==> src/gtg_pkg.sv <==
// Package for the gong tone generator: register map, fields, reset values.
// Assumes a single clock domain and the plain register port of the core.
package gtg_pkg;

  // ----------------------------------------------------------------------
  // Register offsets
  // ----------------------------------------------------------------------
  localparam logic [2:0] ADDR_AMPL   = 3'h0;
  localparam logic [2:0] ADDR_DIV    = 3'h1;
  localparam logic [2:0] ADDR_DECAY  = 3'h2;
  localparam logic [2:0] ADDR_PRE    = 3'h3;

  // ----------------------------------------------------------------------
  // Field positions and reset values
  // ----------------------------------------------------------------------
  localparam int         DEC_CMAX_BIT = 7;
  localparam int         DEC_GDF_LSB  = 0;
  localparam logic [7:0] RST_PRE      = 8'hFF;
  localparam logic [6:0] RST_DIV      = 7'h00;
  localparam logic [2:0] RST_GDF      = 3'h0;
  localparam logic [2:0] GDF_MAX_DEC  = 3'h5;
  localparam int         LATCH_W      = 13;
  localparam int         FRAC_W       = 5;

  // Decay settings travel together.
  typedef struct packed {
    logic       cmax;
    logic [2:0] duration_factor;
  } gtg_decay_t;

endpackage

==> src/gtg_top.sv <==
// Gong tone generator: prescaler, tone divider, decay accumulator, PWM.
// Assumes module_clock is a synchronous one-cycle enable from clock options.
//
// Operation
// - Trigger is module clock over prescaler+1; gong over 2*(divider+1).
// - Duty about (amp+1)/(pre+1); full while amplitude at or above prescaler.
// - Amplitude write loads initial amplitude and starts; active flag reads.
// - Active flag set in the write cycle; it enables the module clock.
// - New amplitude every 2^factor gong cycles, factor 0 to 5.
// - Decrement edge latches 13-bit sum and loads upper eight bits to PWM.
// - New amplitude used in low half, seen at output from next high half.
// - Output pin is PWM gated by gong square wave.
// - Each decrement subtracts one thirty-second of the current amplitude.
// - Upper eight latch bits zero clears active flag and stops tone.
// - Non-zero write restarts immediately, beginning with a low half-cycle.
// - Running amplitude is not readable by software.
// - Writing zero stops tone and clears active flag in that cycle.
// - Factor 6 or 7 disables decay; tone stops only by zero write.
// - Module clock rate chosen by hardware option, not a register.
// - Constant-maximum mode gives full amplitude; value sets duration only.
// - Divider and factor changes apply while active, tone continues.
// - Prescaler register is eight bits, reset to all ones.
`timescale 1ns/1ps

module gtg_top
(
  input  wire logic       clk,
  input  wire logic       rst,
  input  wire logic       module_clock,
  input  wire logic [2:0] addr,
  input  wire logic [7:0] wdata,
  input  wire logic       wr,
  input  wire logic       rd,
  output logic      [7:0] rdata,
  output logic            tone_out
);

  // ----------------------------------------------------------------------
  // State
  // ----------------------------------------------------------------------
  logic                      tone_active_flag;
  logic [7:0]                trigger_prescaler;
  logic [6:0]                tone_divider;
  gtg_pkg::gtg_decay_t       decay_control_reg;
  logic [gtg_pkg::LATCH_W-1:0] amp_latch;
  logic [7:0]                pwm_value;
  logic [7:0]                pre_cnt;
  logic [6:0]                div_cnt;
  logic                      gong;
  logic [4:0]                dec_cnt;
  logic [7:0]                pwm_cnt;
  logic                      pwm_level;

  logic                      next_active;
  logic [7:0]                next_pre;
  logic [6:0]                next_div;
  gtg_pkg::gtg_decay_t       next_decay;
  logic [gtg_pkg::LATCH_W-1:0] next_latch;
  logic [7:0]                next_pwm_value;
  logic [7:0]                next_pre_cnt;
  logic [6:0]                next_div_cnt;
  logic                      next_gong;
  logic [4:0]                next_dec_cnt;
  logic [7:0]                next_pwm_cnt;
  logic                      next_pwm_level;
  logic [7:0]                next_rdata;
  logic                      next_tone_out;

  logic                      wr_ampl;
  logic                      trig;
  logic                      gong_fall;
  logic                      dec_strobe;
  logic [4:0]                dec_period_m1;
  logic [gtg_pkg::LATCH_W-1:0] dec_sum;

  // ----------------------------------------------------------------------
  // Timing terms
  // ----------------------------------------------------------------------
  // Module clock only counts while active, which gates the whole chain.
  // The tick rate itself is fixed outside by the clock option setting.
  // Counters end at or above their limit, so a smaller limit written
  // mid-tone takes effect at once instead of wrapping the counter.
  assign wr_ampl   = wr && (addr == gtg_pkg::ADDR_AMPL);
  assign trig      = tone_active_flag && module_clock &&
                     (pre_cnt >= trigger_prescaler);
  assign gong_fall = trig && gong && (div_cnt >= tone_divider);
  assign dec_period_m1 = 5'((6'h01 << decay_control_reg.duration_factor) - 6'h01);
  // Factors above five leave the counter running but never strobe.
  assign dec_strobe = gong_fall &&
                      (decay_control_reg.duration_factor <= gtg_pkg::GDF_MAX_DEC) &&
                      (dec_cnt == dec_period_m1);
  // Subtract the latch shifted by five: one thirty-second per step.
  assign dec_sum = amp_latch -
                   (amp_latch >> gtg_pkg::FRAC_W);

  // ----------------------------------------------------------------------
  // Next-value logic
  // ----------------------------------------------------------------------
  // An amplitude write outranks the decay step in the same cycle, since a
  // restart must discard whatever amplitude was running.
  always_comb
  begin
    next_active    = tone_active_flag;
    next_pre       = trigger_prescaler;
    next_div       = tone_divider;
    next_decay     = decay_control_reg;
    next_latch     = amp_latch;
    next_pwm_value = pwm_value;
    next_pre_cnt   = pre_cnt;
    next_div_cnt   = div_cnt;
    next_gong      = gong;
    next_dec_cnt   = dec_cnt;
    next_pwm_cnt   = pwm_cnt;
    next_pwm_level = pwm_level;
    next_rdata     = 8'h00;

    if (tone_active_flag && module_clock)
    begin
      next_pre_cnt = trig ? 8'h00 : pre_cnt + 8'h01;
    end
    if (trig)
    begin
      // PWM period equals the trigger period: one slot per module clock.
      next_pwm_cnt = 8'h00;
      if (div_cnt >= tone_divider)
      begin
        next_div_cnt = 7'h00;
        next_gong    = !gong;
        if (gong_fall)
        begin
          next_dec_cnt = (dec_cnt >= dec_period_m1) ? 5'h00
                                                    : dec_cnt + 5'h01;
        end
      end
      else
      begin
        next_div_cnt = div_cnt + 7'h01;
      end
    end
    else if (tone_active_flag && module_clock)
    begin
      next_pwm_cnt = pwm_cnt + 8'h01;
    end
    // Full level while the amplitude sits at or above the prescaler.
    if (tone_active_flag && module_clock)
    begin
      next_pwm_level = decay_control_reg.cmax ||
                       (pwm_value >= trigger_prescaler) ||
                       (next_pwm_cnt <= pwm_value);
    end
    if (dec_strobe)
    begin
      next_latch     = dec_sum;
      next_pwm_value = dec_sum[gtg_pkg::LATCH_W-1:gtg_pkg::FRAC_W];
      if (dec_sum[gtg_pkg::LATCH_W-1:gtg_pkg::FRAC_W] == 8'h00)
      begin
        next_active = 1'b0;
      end
    end

    if (wr)
    begin
      unique case (addr)
        gtg_pkg::ADDR_DIV:   next_div = wdata[6:0];
        gtg_pkg::ADDR_DECAY:
        begin
          next_decay.cmax = wdata[gtg_pkg::DEC_CMAX_BIT];
          next_decay.duration_factor  = wdata[gtg_pkg::DEC_GDF_LSB +: 3];
        end
        gtg_pkg::ADDR_PRE:   next_pre = wdata;
        default:             ;
      endcase
    end
    if (wr_ampl)
    begin
      // Restart begins in the low half with all counters cleared.
      next_active    = (wdata != 8'h00);
      next_latch     = {wdata, 5'h00};
      next_pwm_value = wdata;
      next_pre_cnt   = 8'h00;
      next_div_cnt   = 7'h00;
      next_gong      = 1'b0;
      next_dec_cnt   = 5'h00;
      next_pwm_cnt   = 8'h00;
      next_pwm_level = 1'b0;
    end

    // Only the active flag is visible; the decayed amplitude is hidden.
    if (rd)
    begin
      unique case (addr)
        gtg_pkg::ADDR_AMPL:  next_rdata = {tone_active_flag, 7'h00};
        gtg_pkg::ADDR_DIV:   next_rdata = {1'b0, tone_divider};
        gtg_pkg::ADDR_DECAY: next_rdata = {decay_control_reg.cmax, 4'h0,
                                           decay_control_reg.duration_factor};
        gtg_pkg::ADDR_PRE:   next_rdata = trigger_prescaler;
        default:             next_rdata = 8'h00;
      endcase
    end

    // Gate the PWM with the square wave; silent when stopped.
    next_tone_out = next_active && next_gong && next_pwm_level;
  end

  // ----------------------------------------------------------------------
  // Registers
  // ----------------------------------------------------------------------
  always_ff @(posedge clk)
  begin
    if (rst)
    begin
      tone_active_flag  <= 1'b0;
      trigger_prescaler <= gtg_pkg::RST_PRE;
      tone_divider      <= gtg_pkg::RST_DIV;
      decay_control_reg <= '{cmax: 1'b0, duration_factor: gtg_pkg::RST_GDF};
      amp_latch         <= '0;
      pwm_value         <= 8'h00;
      pre_cnt           <= 8'h00;
      div_cnt           <= 7'h00;
      gong              <= 1'b0;
      dec_cnt           <= 5'h00;
      pwm_cnt           <= 8'h00;
      pwm_level         <= 1'b0;
      rdata             <= 8'h00;
      tone_out          <= 1'b0;
    end
    else
    begin
      tone_active_flag  <= next_active;
      trigger_prescaler <= next_pre;
      tone_divider      <= next_div;
      decay_control_reg <= next_decay;
      amp_latch         <= next_latch;
      pwm_value         <= next_pwm_value;
      pre_cnt           <= next_pre_cnt;
      div_cnt           <= next_div_cnt;
      gong              <= next_gong;
      dec_cnt           <= next_dec_cnt;
      pwm_cnt           <= next_pwm_cnt;
      pwm_level         <= next_pwm_level;
      rdata             <= next_rdata;
      tone_out          <= next_tone_out;
    end
  end
endmodule
==> config.mk <==
export PLATFORM = sky130hd
export DESIGN_NAME = gtg_top
export DESIGN_NICKNAME = d
export VERILOG_FILES = /design/src/gtg_pkg.sv /design/src/gtg_top.sv
export SDC_FILE = /design/constraint.sdc
export NUM_CORES = 1
export LEC_CHECK = 0
export ABC_CLOCK_PERIOD_IN_PS = 8400
export BUFFER_PORTS_ARGS = -buffer_cell sky130_fd_sc_hd__buf_2
export CORE_ASPECT_RATIO = 0.5
export CORE_MARGIN = 2
export CORE_UTILIZATION = 30
export CTS_CLUSTER_SIZE = 24
export DETAILED_ROUTE_END_ITERATION = 16
export MAX_ROUTING_LAYER = met4
export PLACE_DENSITY_LB_ADDON = 0.08
export SLEW_MARGIN = 20
export SYNTH_ARGS = -nofsm -noshare
export SYNTH_HDL_FRONTEND = slang
export SYNTH_SLANG_ARGS = --single-unit
==> constraint.sdc <==
create_clock -name clk -period 8.4 [get_ports clk]
set_input_delay 1.68 -clock clk [delete_from_list [all_inputs] [get_ports clk]]
set_output_delay 1.68 -clock clk [all_outputs]
set_load 0.03 [all_outputs]
# == Yosys cells after proc, flatten, opt, wreduce, memory -nomap -nowiden ==
# Index checks and enable logic that the tools add are counted.
# totals
register_bits,80
in_bits,16
output_inout_bits,9
elab_cells,74
# op_classes
n_addsub,6
order_cmp,6
n_eq_ne,4
shift,1
n_mux,18
bitwise_logic,1
reduce_logical,22
# ops
cell,count
2-to-1 mux 8 bit,5
case mux 8 bit (4 select lines),1
2-to-1 mux 13 bit,2
"adder 8 x 1 -> 8 bit, second input constant",2
>= comparator 8 bit,2
subtractor 13 x 8 -> 13 bit,1
logical AND 1 bit,9
<= comparator 8 bit,1
logical NOT 8 bit,1
2-to-1 mux 1 bit,8
nonzero test 8 bit,1
"adder 7 x 1 -> 7 bit, second input constant",1
>= comparator 7 bit,1
2-to-1 mux 7 bit,1
"== test 3 x 2 -> 1 bit, second input constant",2
AND reduction 2 bit,3
"adder 5 x 1 -> 5 bit, second input constant",1
== test 5 bit,1
>= comparator 5 bit,1
2-to-1 mux 5 bit,1
"left shift 1 x 3 -> 5 bit, first input constant",1
"subtractor 5 x 1 -> 5 bit, second input constant",1
OR reduction 2 bit,2
"== test 3 x 1 -> 1 bit, second input constant",1
other kinds (7),8

# == Logic depth before layout (Yosys ltp) ==
# Gate-level depths: netlist of run 1.
# depth
ltp_word,10
depth_mapped,16
ltp_nobuf,15

# == Worst setup path after synthesis of run 1 ==
# Ideal clock, no wire load.
# synth_path
path_kind,input port to flip-flop
startpoint,input port module_clock
endpoint,register tone_out
setup_time_ns,0.091
arrival_time_ns,3.829
required_ns,8.309
setup_slack_ns,4.480
stages,13
n_path_buf,1
cell_sequence,and2_1 clkbuf_1 nand4_1 nor2_1 xnor2_1 nor2_1 ha_1 a21o_1 a21o_1 a21oi_1 o21ai_0 a31oi_1 nor4bb_1
# synth_via
elab_chain_len,10
elab_cells_between_ends,18
classes_between,1 x order compare; 8 x mux; 9 x reduce/logical
# synth_lines
item,line,rtl
"start, declared",gtg_top.sv:29,"input wire logic module_clock,"
logical AND 1 bit *,"gtg_top.sv:84, gtg_top.sv:140, gtg_top.sv:145",
"parallel branches: the longest is 8 deep, another holds <= comparator 8 bit",n/a,
logical AND 1 bit *,gtg_top.sv:202,next_tone_out = next_active && next_gong && next_pwm_level;
"end signal, assigned",gtg_top.sv:242,tone_out <= next_tone_out;
"end, declared",gtg_top.sv:35,output logic tone_out
# Mark *: on every way between the ends.
# A chain may end at the register's enable or synchronous reset.

# == Final worst setup path of run 1 ==
# Same ends and word-level chain as after synthesis.

==> results.cfg, run 1 <==
[critical_path]
critPathMaxFanout = 14
slowest_delay_ps = 630
critPathSlowestCell = and2_0
regToRegStartpoint = pre_cnt[0]$_SDFFE_PP0P_
crit_path_frequent_cell = a21o_1
rrSetupSlack_ps = 4570
start_kind = primary input
reg2reg_depth = 14
rr_endpoint = tone_out$_SDFF_PP0_
path_class = primary input to flop
end_kind = flop
path_cells = buf_2 > and2_1 > and2_0 > nor2_1 > ha_1 > a21o_1 > a21o_1 > a21oi_1 > o21ai_0 > a31oi_1 > nor4bb_1
crit_arrival_ps = 4330
required_ps = 8630

[yosys]
synth_top_family_by_area = simple AND/OR/NAND/NOR gates
ys_ff_latch = 80
synth-edff-count = 0
syn-cell-area_um2 = 4736
async_reset_ff_share_pct = 0
ys_seq_area_share_pct = 33.82
synth_nets = 623
syn_avg_cell_area_um2 = 8.502
muxShareOfSynthArea_pct = 4.280
synth-simple-area-share_pct = 20.21
synth_ff_type = dfxtp_1
synth_compound_area_share_pct = 16.86
synth_cell_types = 59
syn_inst = 557
yosys_warnings = 0
synth_xor_area_share_pct = 6.658
synthAdderAreaFrac_pct = 13.37

[power_and_ir_drop]
p_leak_nw = 2.185
totalPowerFinal_w = 0.0009505
p_int_w = 0.0007238
power_density_nw_per_um2 = 176.8
pwr-share-comb_pct = 10.9
p_switching_w = 0.0002267
pwr-share-clk_pct = 47.9
swShare_pct = 23.85
peakVddDrop_uv = 89.49
power_frac_seq_pct = 41.2

[placed_design]
port_buffers = 24
dpl.hpwl_um = 9286
gp_congestion = 0.7569
place_ws_ps = 3973

[timing]
final.setup.tns_ps = 0
slew_headroom_pct = 31.52
setup_violations = 0
fin_crit_ps = 4095
clock_skew_ps = 7.087
maxSlewViolCount = 0
finalCritPeriodShare_pct = 48.75
finalHoldViolCount = 0
worst_pin_slew_ps = 1022
setup_ws_ps = 4305
fmax_ghz = 0.2442
rsz0062_at_grt = no

[cells_and_area]
drive_gt1_share_pct = 8.854
seq_area_um2 = 1602
nets = 638
nFillCells = 1620
final_common_cell = nor2_1
largest-register = amp_latch
final_cell_mix = nor2_1 (82), dfxtp_1 (80), ha_1 (49)
antennaDiodeCount = 0
syn2layout_area_growth_pct = 13.50
largest_reg_flops = 13
utilization_pct = 34.87
multi_input_area_um2 = 2912

[clock_network]
htree_levels = 3
cts_setup_buffers = 0
clockBufferDepth = 2
ctsResizeCount = 0
root_buffer = clkbuf_16
cts_sinks = 80
cts_hold_buf = 0
cts_tree = done
numCtsBuffers = 9
clk_latency_ps = 340
cts.clk_slew.worst_paths_ps = 60

[floorplanning]
std_cell_rows = 32
core_area_um2 = 15410
die_w_um = 181.7
pin_count = 25
die_h_um = 92.84
die_area_um2 = 16870
start_util_pct = 30.72

[global_route]
grt_pass1_vias = 3649
grt_max_degree = 38
gr-usage-all-layers_pct = 16.22
antenna_found_initial = 0
grt_pass1_wl_um = 20460
grt_overflow = 0

[hold_path]
hold_start = amp_latch[3]$_SDFFE_PP0P_
whs_path_depth = 2
hold_end = amp_latch[3]$_SDFFE_PP0P_
holdCritPathClass = flop to flop

[route]
ant_nets = 0
post_drt_via_cell_ratio = 4.838
wire_per_inst_um = 15.83
remaining_drc_errors = 0
drt_iter0_markers = 132
drt_wl_total_um = 12350
drt-pass1-iter-count = 4
route.vias.total = 3774

[run]
drv_cap = 0

[status]
status = completed
==> critical path, delay by kind of cell <==
family / cells / cell delay, ps
buffers and inverters: 1 / 80
and+or+nand+nor: 4 / 1480
adders and majority gates: 1 / 320
AOI/OAI and AO/OA: 5 / 760
==> cell usage after synthesis (5+ instances only) <==
cell       n  share of area (%)
nor2_1    82                6.5
dfxtp_1   80                 34
ha_1      49                 13
inv_1     38                3.0
nand2_1   38                3.0
a21oi_1   31                3.3
mux2i_1   18                3.8
o21ai_0   18                1.9
xnor2_1   18                3.3
xor2_1    18                3.3
clkbuf_1  14                1.1
nor3_1    12                1.3
nand4_1   11                1.5
a21o_1     9                1.4
o21a_1     9                1.4
a211o_1    8                1.5
nand2b_1   8                1.1
nand3_1    8               0.85
nor2b_1    7               0.92
a211oi_1   5               0.79
buf_2      5               0.53
==> logic make-up (layout without fill, tap and decap cells) <==
kind of cell,count (synthesis),after routing
flops,80,80
buf+inv,59,78
fa+ha+maj,50,50
mux,20,20
xor+xnor,36,36
simple gates,198,198
compound gates,114,114
==> area by class of cell <==
class | instances | share of cell area (%)
clock buffer | 12 | 4.586
timing repair buffer | 25 | 2.374
multi-input combinational | 418 | 54.17
inverter | 38 | 2.654
tap | 204 | 4.749
sequential | 80 | 29.80
clock inverter | 3 | 1.676
==> layer usage <==
layer	GRT usage, %	share of wire (%)
met4	3.862	0.90
met3	2.949	2.0
met5	-	0
met1	22.98	55
met2	23.79	42
==> stage by stage <==
step | hold WS, ps | cells | cell area [µm²]
after global placement | 445.7 | 765 | 5039
after CTS | 465.3 | 780 | 5375
after global routing | 487.2 | 780 | 5375
after detailed placement | 456.6 | 765 | 5039
after floorplan | 436.2 | 557 | 4736
final | 459.3 | 780 | 5375
==> worst max-delay path by stage <==
stage	to	slack (ps)	startpoint
2_1_floorplan	tone_out$_SDFF_PP0_	4480	module_clock
6_report	tone_out$_SDFF_PP0_	4310	module_clock
3_5_place_dp	tone_out$_SDFF_PP0_	3970	module_clock
5_1_grt	tone_out$_SDFF_PP0_	4010	module_clock
4_1_cts	tone_out$_SDFF_PP0_	4310	module_clock
3_3_place_gp	tone_out$_SDFF_PP0_	4080	module_clock
==> power by group through the flow <==
stage / registers (W) / clock network [W] / logic [W]
floorplan: 0.000399 / 0 / 0.0000734
global placement: 0.000400 / 0 / 0.000104
detailed placement: 0.000400 / 0 / 0.000104
CTS: 0.000391 / 0.000467 / 0.000105
global route: 0.000392 / 0.000482 / 0.000117
finish: 0.000391 / 0.000455 / 0.000104
Note: power is estimated with default switching activity, not from simulation.
==> run 2: changes to the inputs <==
- ABC_CLOCK_PERIOD_IN_PS: 8400 -> 3700
- clock period: 8.4 -> 3.7 ns (I/O delays scaled with it)
==> run 2 against run 1 <==
Against the previous run:
- sequential share of layout area down 0.36 points
- hold slack got worse by 2.1 ps
- final cell count rose by 1.2%
- sequential power increased by 130%
- via count about the same
- highest routed layer unchanged
- routed wire length down 1.8%
- register-to-register slack got worse by 4200 ps
==> results.cfg, run 2 (synthesis results as in run 1) <==
[cells_and_area]
antennaDiodeCount = 0
stdcell_count = 789
drive_gt1_share_pct = 10.60
largest-register = amp_latch
final_common_cell = nor2_1
largest_reg_flops = 13
final_area_um2 = 5440
nets = 646
final_cell_mix = nor2_1 (82), dfxtp_1 (80), ha_1 (49)
nFillCells = 1618
syn2layout_area_growth_pct = 14.87

[clock_network]
ctsResizeCount = 0
numCtsBuffers = 9
root_buffer = clkbuf_16
cts_hold_buf = 0
cts_tree = done
cts_setup_buffers = 0
htree_levels = 3
clockBufferDepth = 2
cts_sinks = 80
clk_latency_ps = 340
cts.clk_slew.worst_paths_ps = 70

[floorplanning]
die_w_um = 181.7
die_h_um = 92.84
pin_count = 25
core_area_um2 = 15410
start_util_pct = 30.72
std_cell_rows = 32
die_area_um2 = 16870

[critical_path]
crit_arrival_ps = 3590
path_class = flop to flop
reg2reg_depth = 14
regToRegStartpoint = pre_cnt[0]$_SDFFE_PP0P_
rrSetupSlack_ps = 350
critPathMaxFanout = 8
rr_endpoint = tone_out$_SDFF_PP0_
start_kind = flop
required_ps = 3950
end_kind = flop

[status]
status = completed

[timing]
fin_crit_ps = 3347
rsz0062_at_grt = no
maxSlewViolCount = 0
clock_skew_ps = 8.925
final.setup.tns_ps = 0
slew_headroom_pct = 54.70
fmax_ghz = 0.2987
finalCritPeriodShare_pct = 90.47
finalHoldViolCount = 0
setup_ws_ps = 352.5
worst_pin_slew_ps = 677.0
setup_violations = 0

[placed_design]
gp_congestion = 0.7842
place_ws_ps = 322.9
dpl.hpwl_um = 9300
placed_cell_area_um2 = 5099
port_buffers = 24
dpl.cell_count = 773

[power_and_ir_drop]
p_int_w = 0.001585
power_density_nw_per_um2 = 390.6
p_leak_nw = 2.226
pwr-share-comb_pct = 11.3
power_frac_seq_pct = 41.8
swShare_pct = 25.42
peakVddDrop_uv = 200.8
totalPowerFinal_w = 0.002125
pwr-share-clk_pct = 46.9
p_switching_w = 0.0005402

[run]
drv_cap = 0

[hold_path]
hold_start = amp_latch[4]$_SDFFE_PP0P_
whs_path_depth = 2
hold_end = amp_latch[4]$_SDFFE_PP0P_
holdCritPathClass = flop to flop

[route]
drt_iter0_markers = 196
post_drt_via_cell_ratio = 4.786
route.vias.total = 3776
drt_wl_total_um = 12120
ant_nets = 0
drt-pass1-iter-count = 4
wire_per_inst_um = 15.37
remaining_drc_errors = 0

[global_route]
grt_pass1_wl_um = 20330
antenna_found_initial = 0
grt_pass1_vias = 3691
grt_max_degree = 21
gr-usage-all-layers_pct = 15.98
grt_overflow = 0
[run 2: cell types whose count changed in the layout (fill, tap and decap cells not counted)]
cell / before / now
clkinvlp_4: 0 / 1
clkinv_2: 0 / 1
a2111oi_2: 1 / 0
buf_4: 1 / 9
bufinv_16: 3 / 2
clkbuf_1: 2 / 0
inv_6: 0 / 1
clkinv_4: 0 / 1
a2111oi_4: 1 / 2
[run 2: area by class of cell]
type	instances	area (µm²)	share of cell area, %
tap	204	255.2	4.692
sequential	80	1602	29.44
clock buffer	10	239.0	4.393
multi-input combinational	418	2924	53.75
timing repair buffer	33	187.7	3.450
clock inverter	6	90.09	1.656
inverter	38	142.6	2.622
[run 2: metal layers]
| layer | share of wire [%] | vias to the layer above | GRT usage (%) |
|---|---|---|---|
| met4 | 1.0 | 0 | 3.455 |
| met3 | 2.8 | 13 | 3.107 |
| met2 | 40 | 45 | 23.12 |
| li1 | - | 2011 | - |
| met5 | 0 | - | - |
| met1 | 56 | 1707 | 22.86 |
[run 2: stage by stage]
stage	utilization [%]	hold slack, ps
3_5_place_dp	33.08	451.9
3_3_place_gp	33.08	447.7
6_report	35.29	457.2
5_1_grt	35.29	488.7
2_1_floorplan	-	436.2
4_1_cts	35.21	461.2
[run 2: worst max path at each step]
stage / start / end / slack, ps
6_report: pre_cnt[0]$_SDFFE_PP0P_ / tone_out$_SDFF_PP0_ / 350
5_1_grt: pre_cnt[0]$_SDFFE_PP0P_ / tone_out$_SDFF_PP0_ / 8
4_1_cts: pre_cnt[0]$_SDFFE_PP0P_ / tone_out$_SDFF_PP0_ / 290
3_5_place_dp: pre_cnt[0]$_SDFFE_PP0P_ / tone_out$_SDFF_PP0_ / 320
3_3_place_gp: pre_cnt[0]$_SDFFE_PP0P_ / tone_out$_SDFF_PP0_ / 430
2_1_floorplan: pre_cnt[0]$_SDFFE_PP0P_ / tone_out$_SDFF_PP0_ / 500
[run 2: power by group through the flow]
stage                     combinational (W)  clock (W)  sequential (W)
after floorplan                    0.000167          0        0.000905
after global placement             0.000243          0        0.000907
after detailed placement           0.000241          0        0.000907
after CTS                          0.000242    0.00102        0.000887
after global routing               0.000270    0.00106        0.000889
final                              0.000240   0.000998        0.000887
[run 2: critical path, cell delays in order (launching register included)]
cell and delay [ps]:
dfxtp_1 430, inv_1 70, ha_1 270, nand2b_1 170
a2111oi_4 400, o31ai_4 160, and2_0 270, nor2_1 170
ha_1 260, a21o_1 180, a21o_1 170, a21oi_1 120
o21ai_0 90, a31oi_1 200, nor4bb_1 290
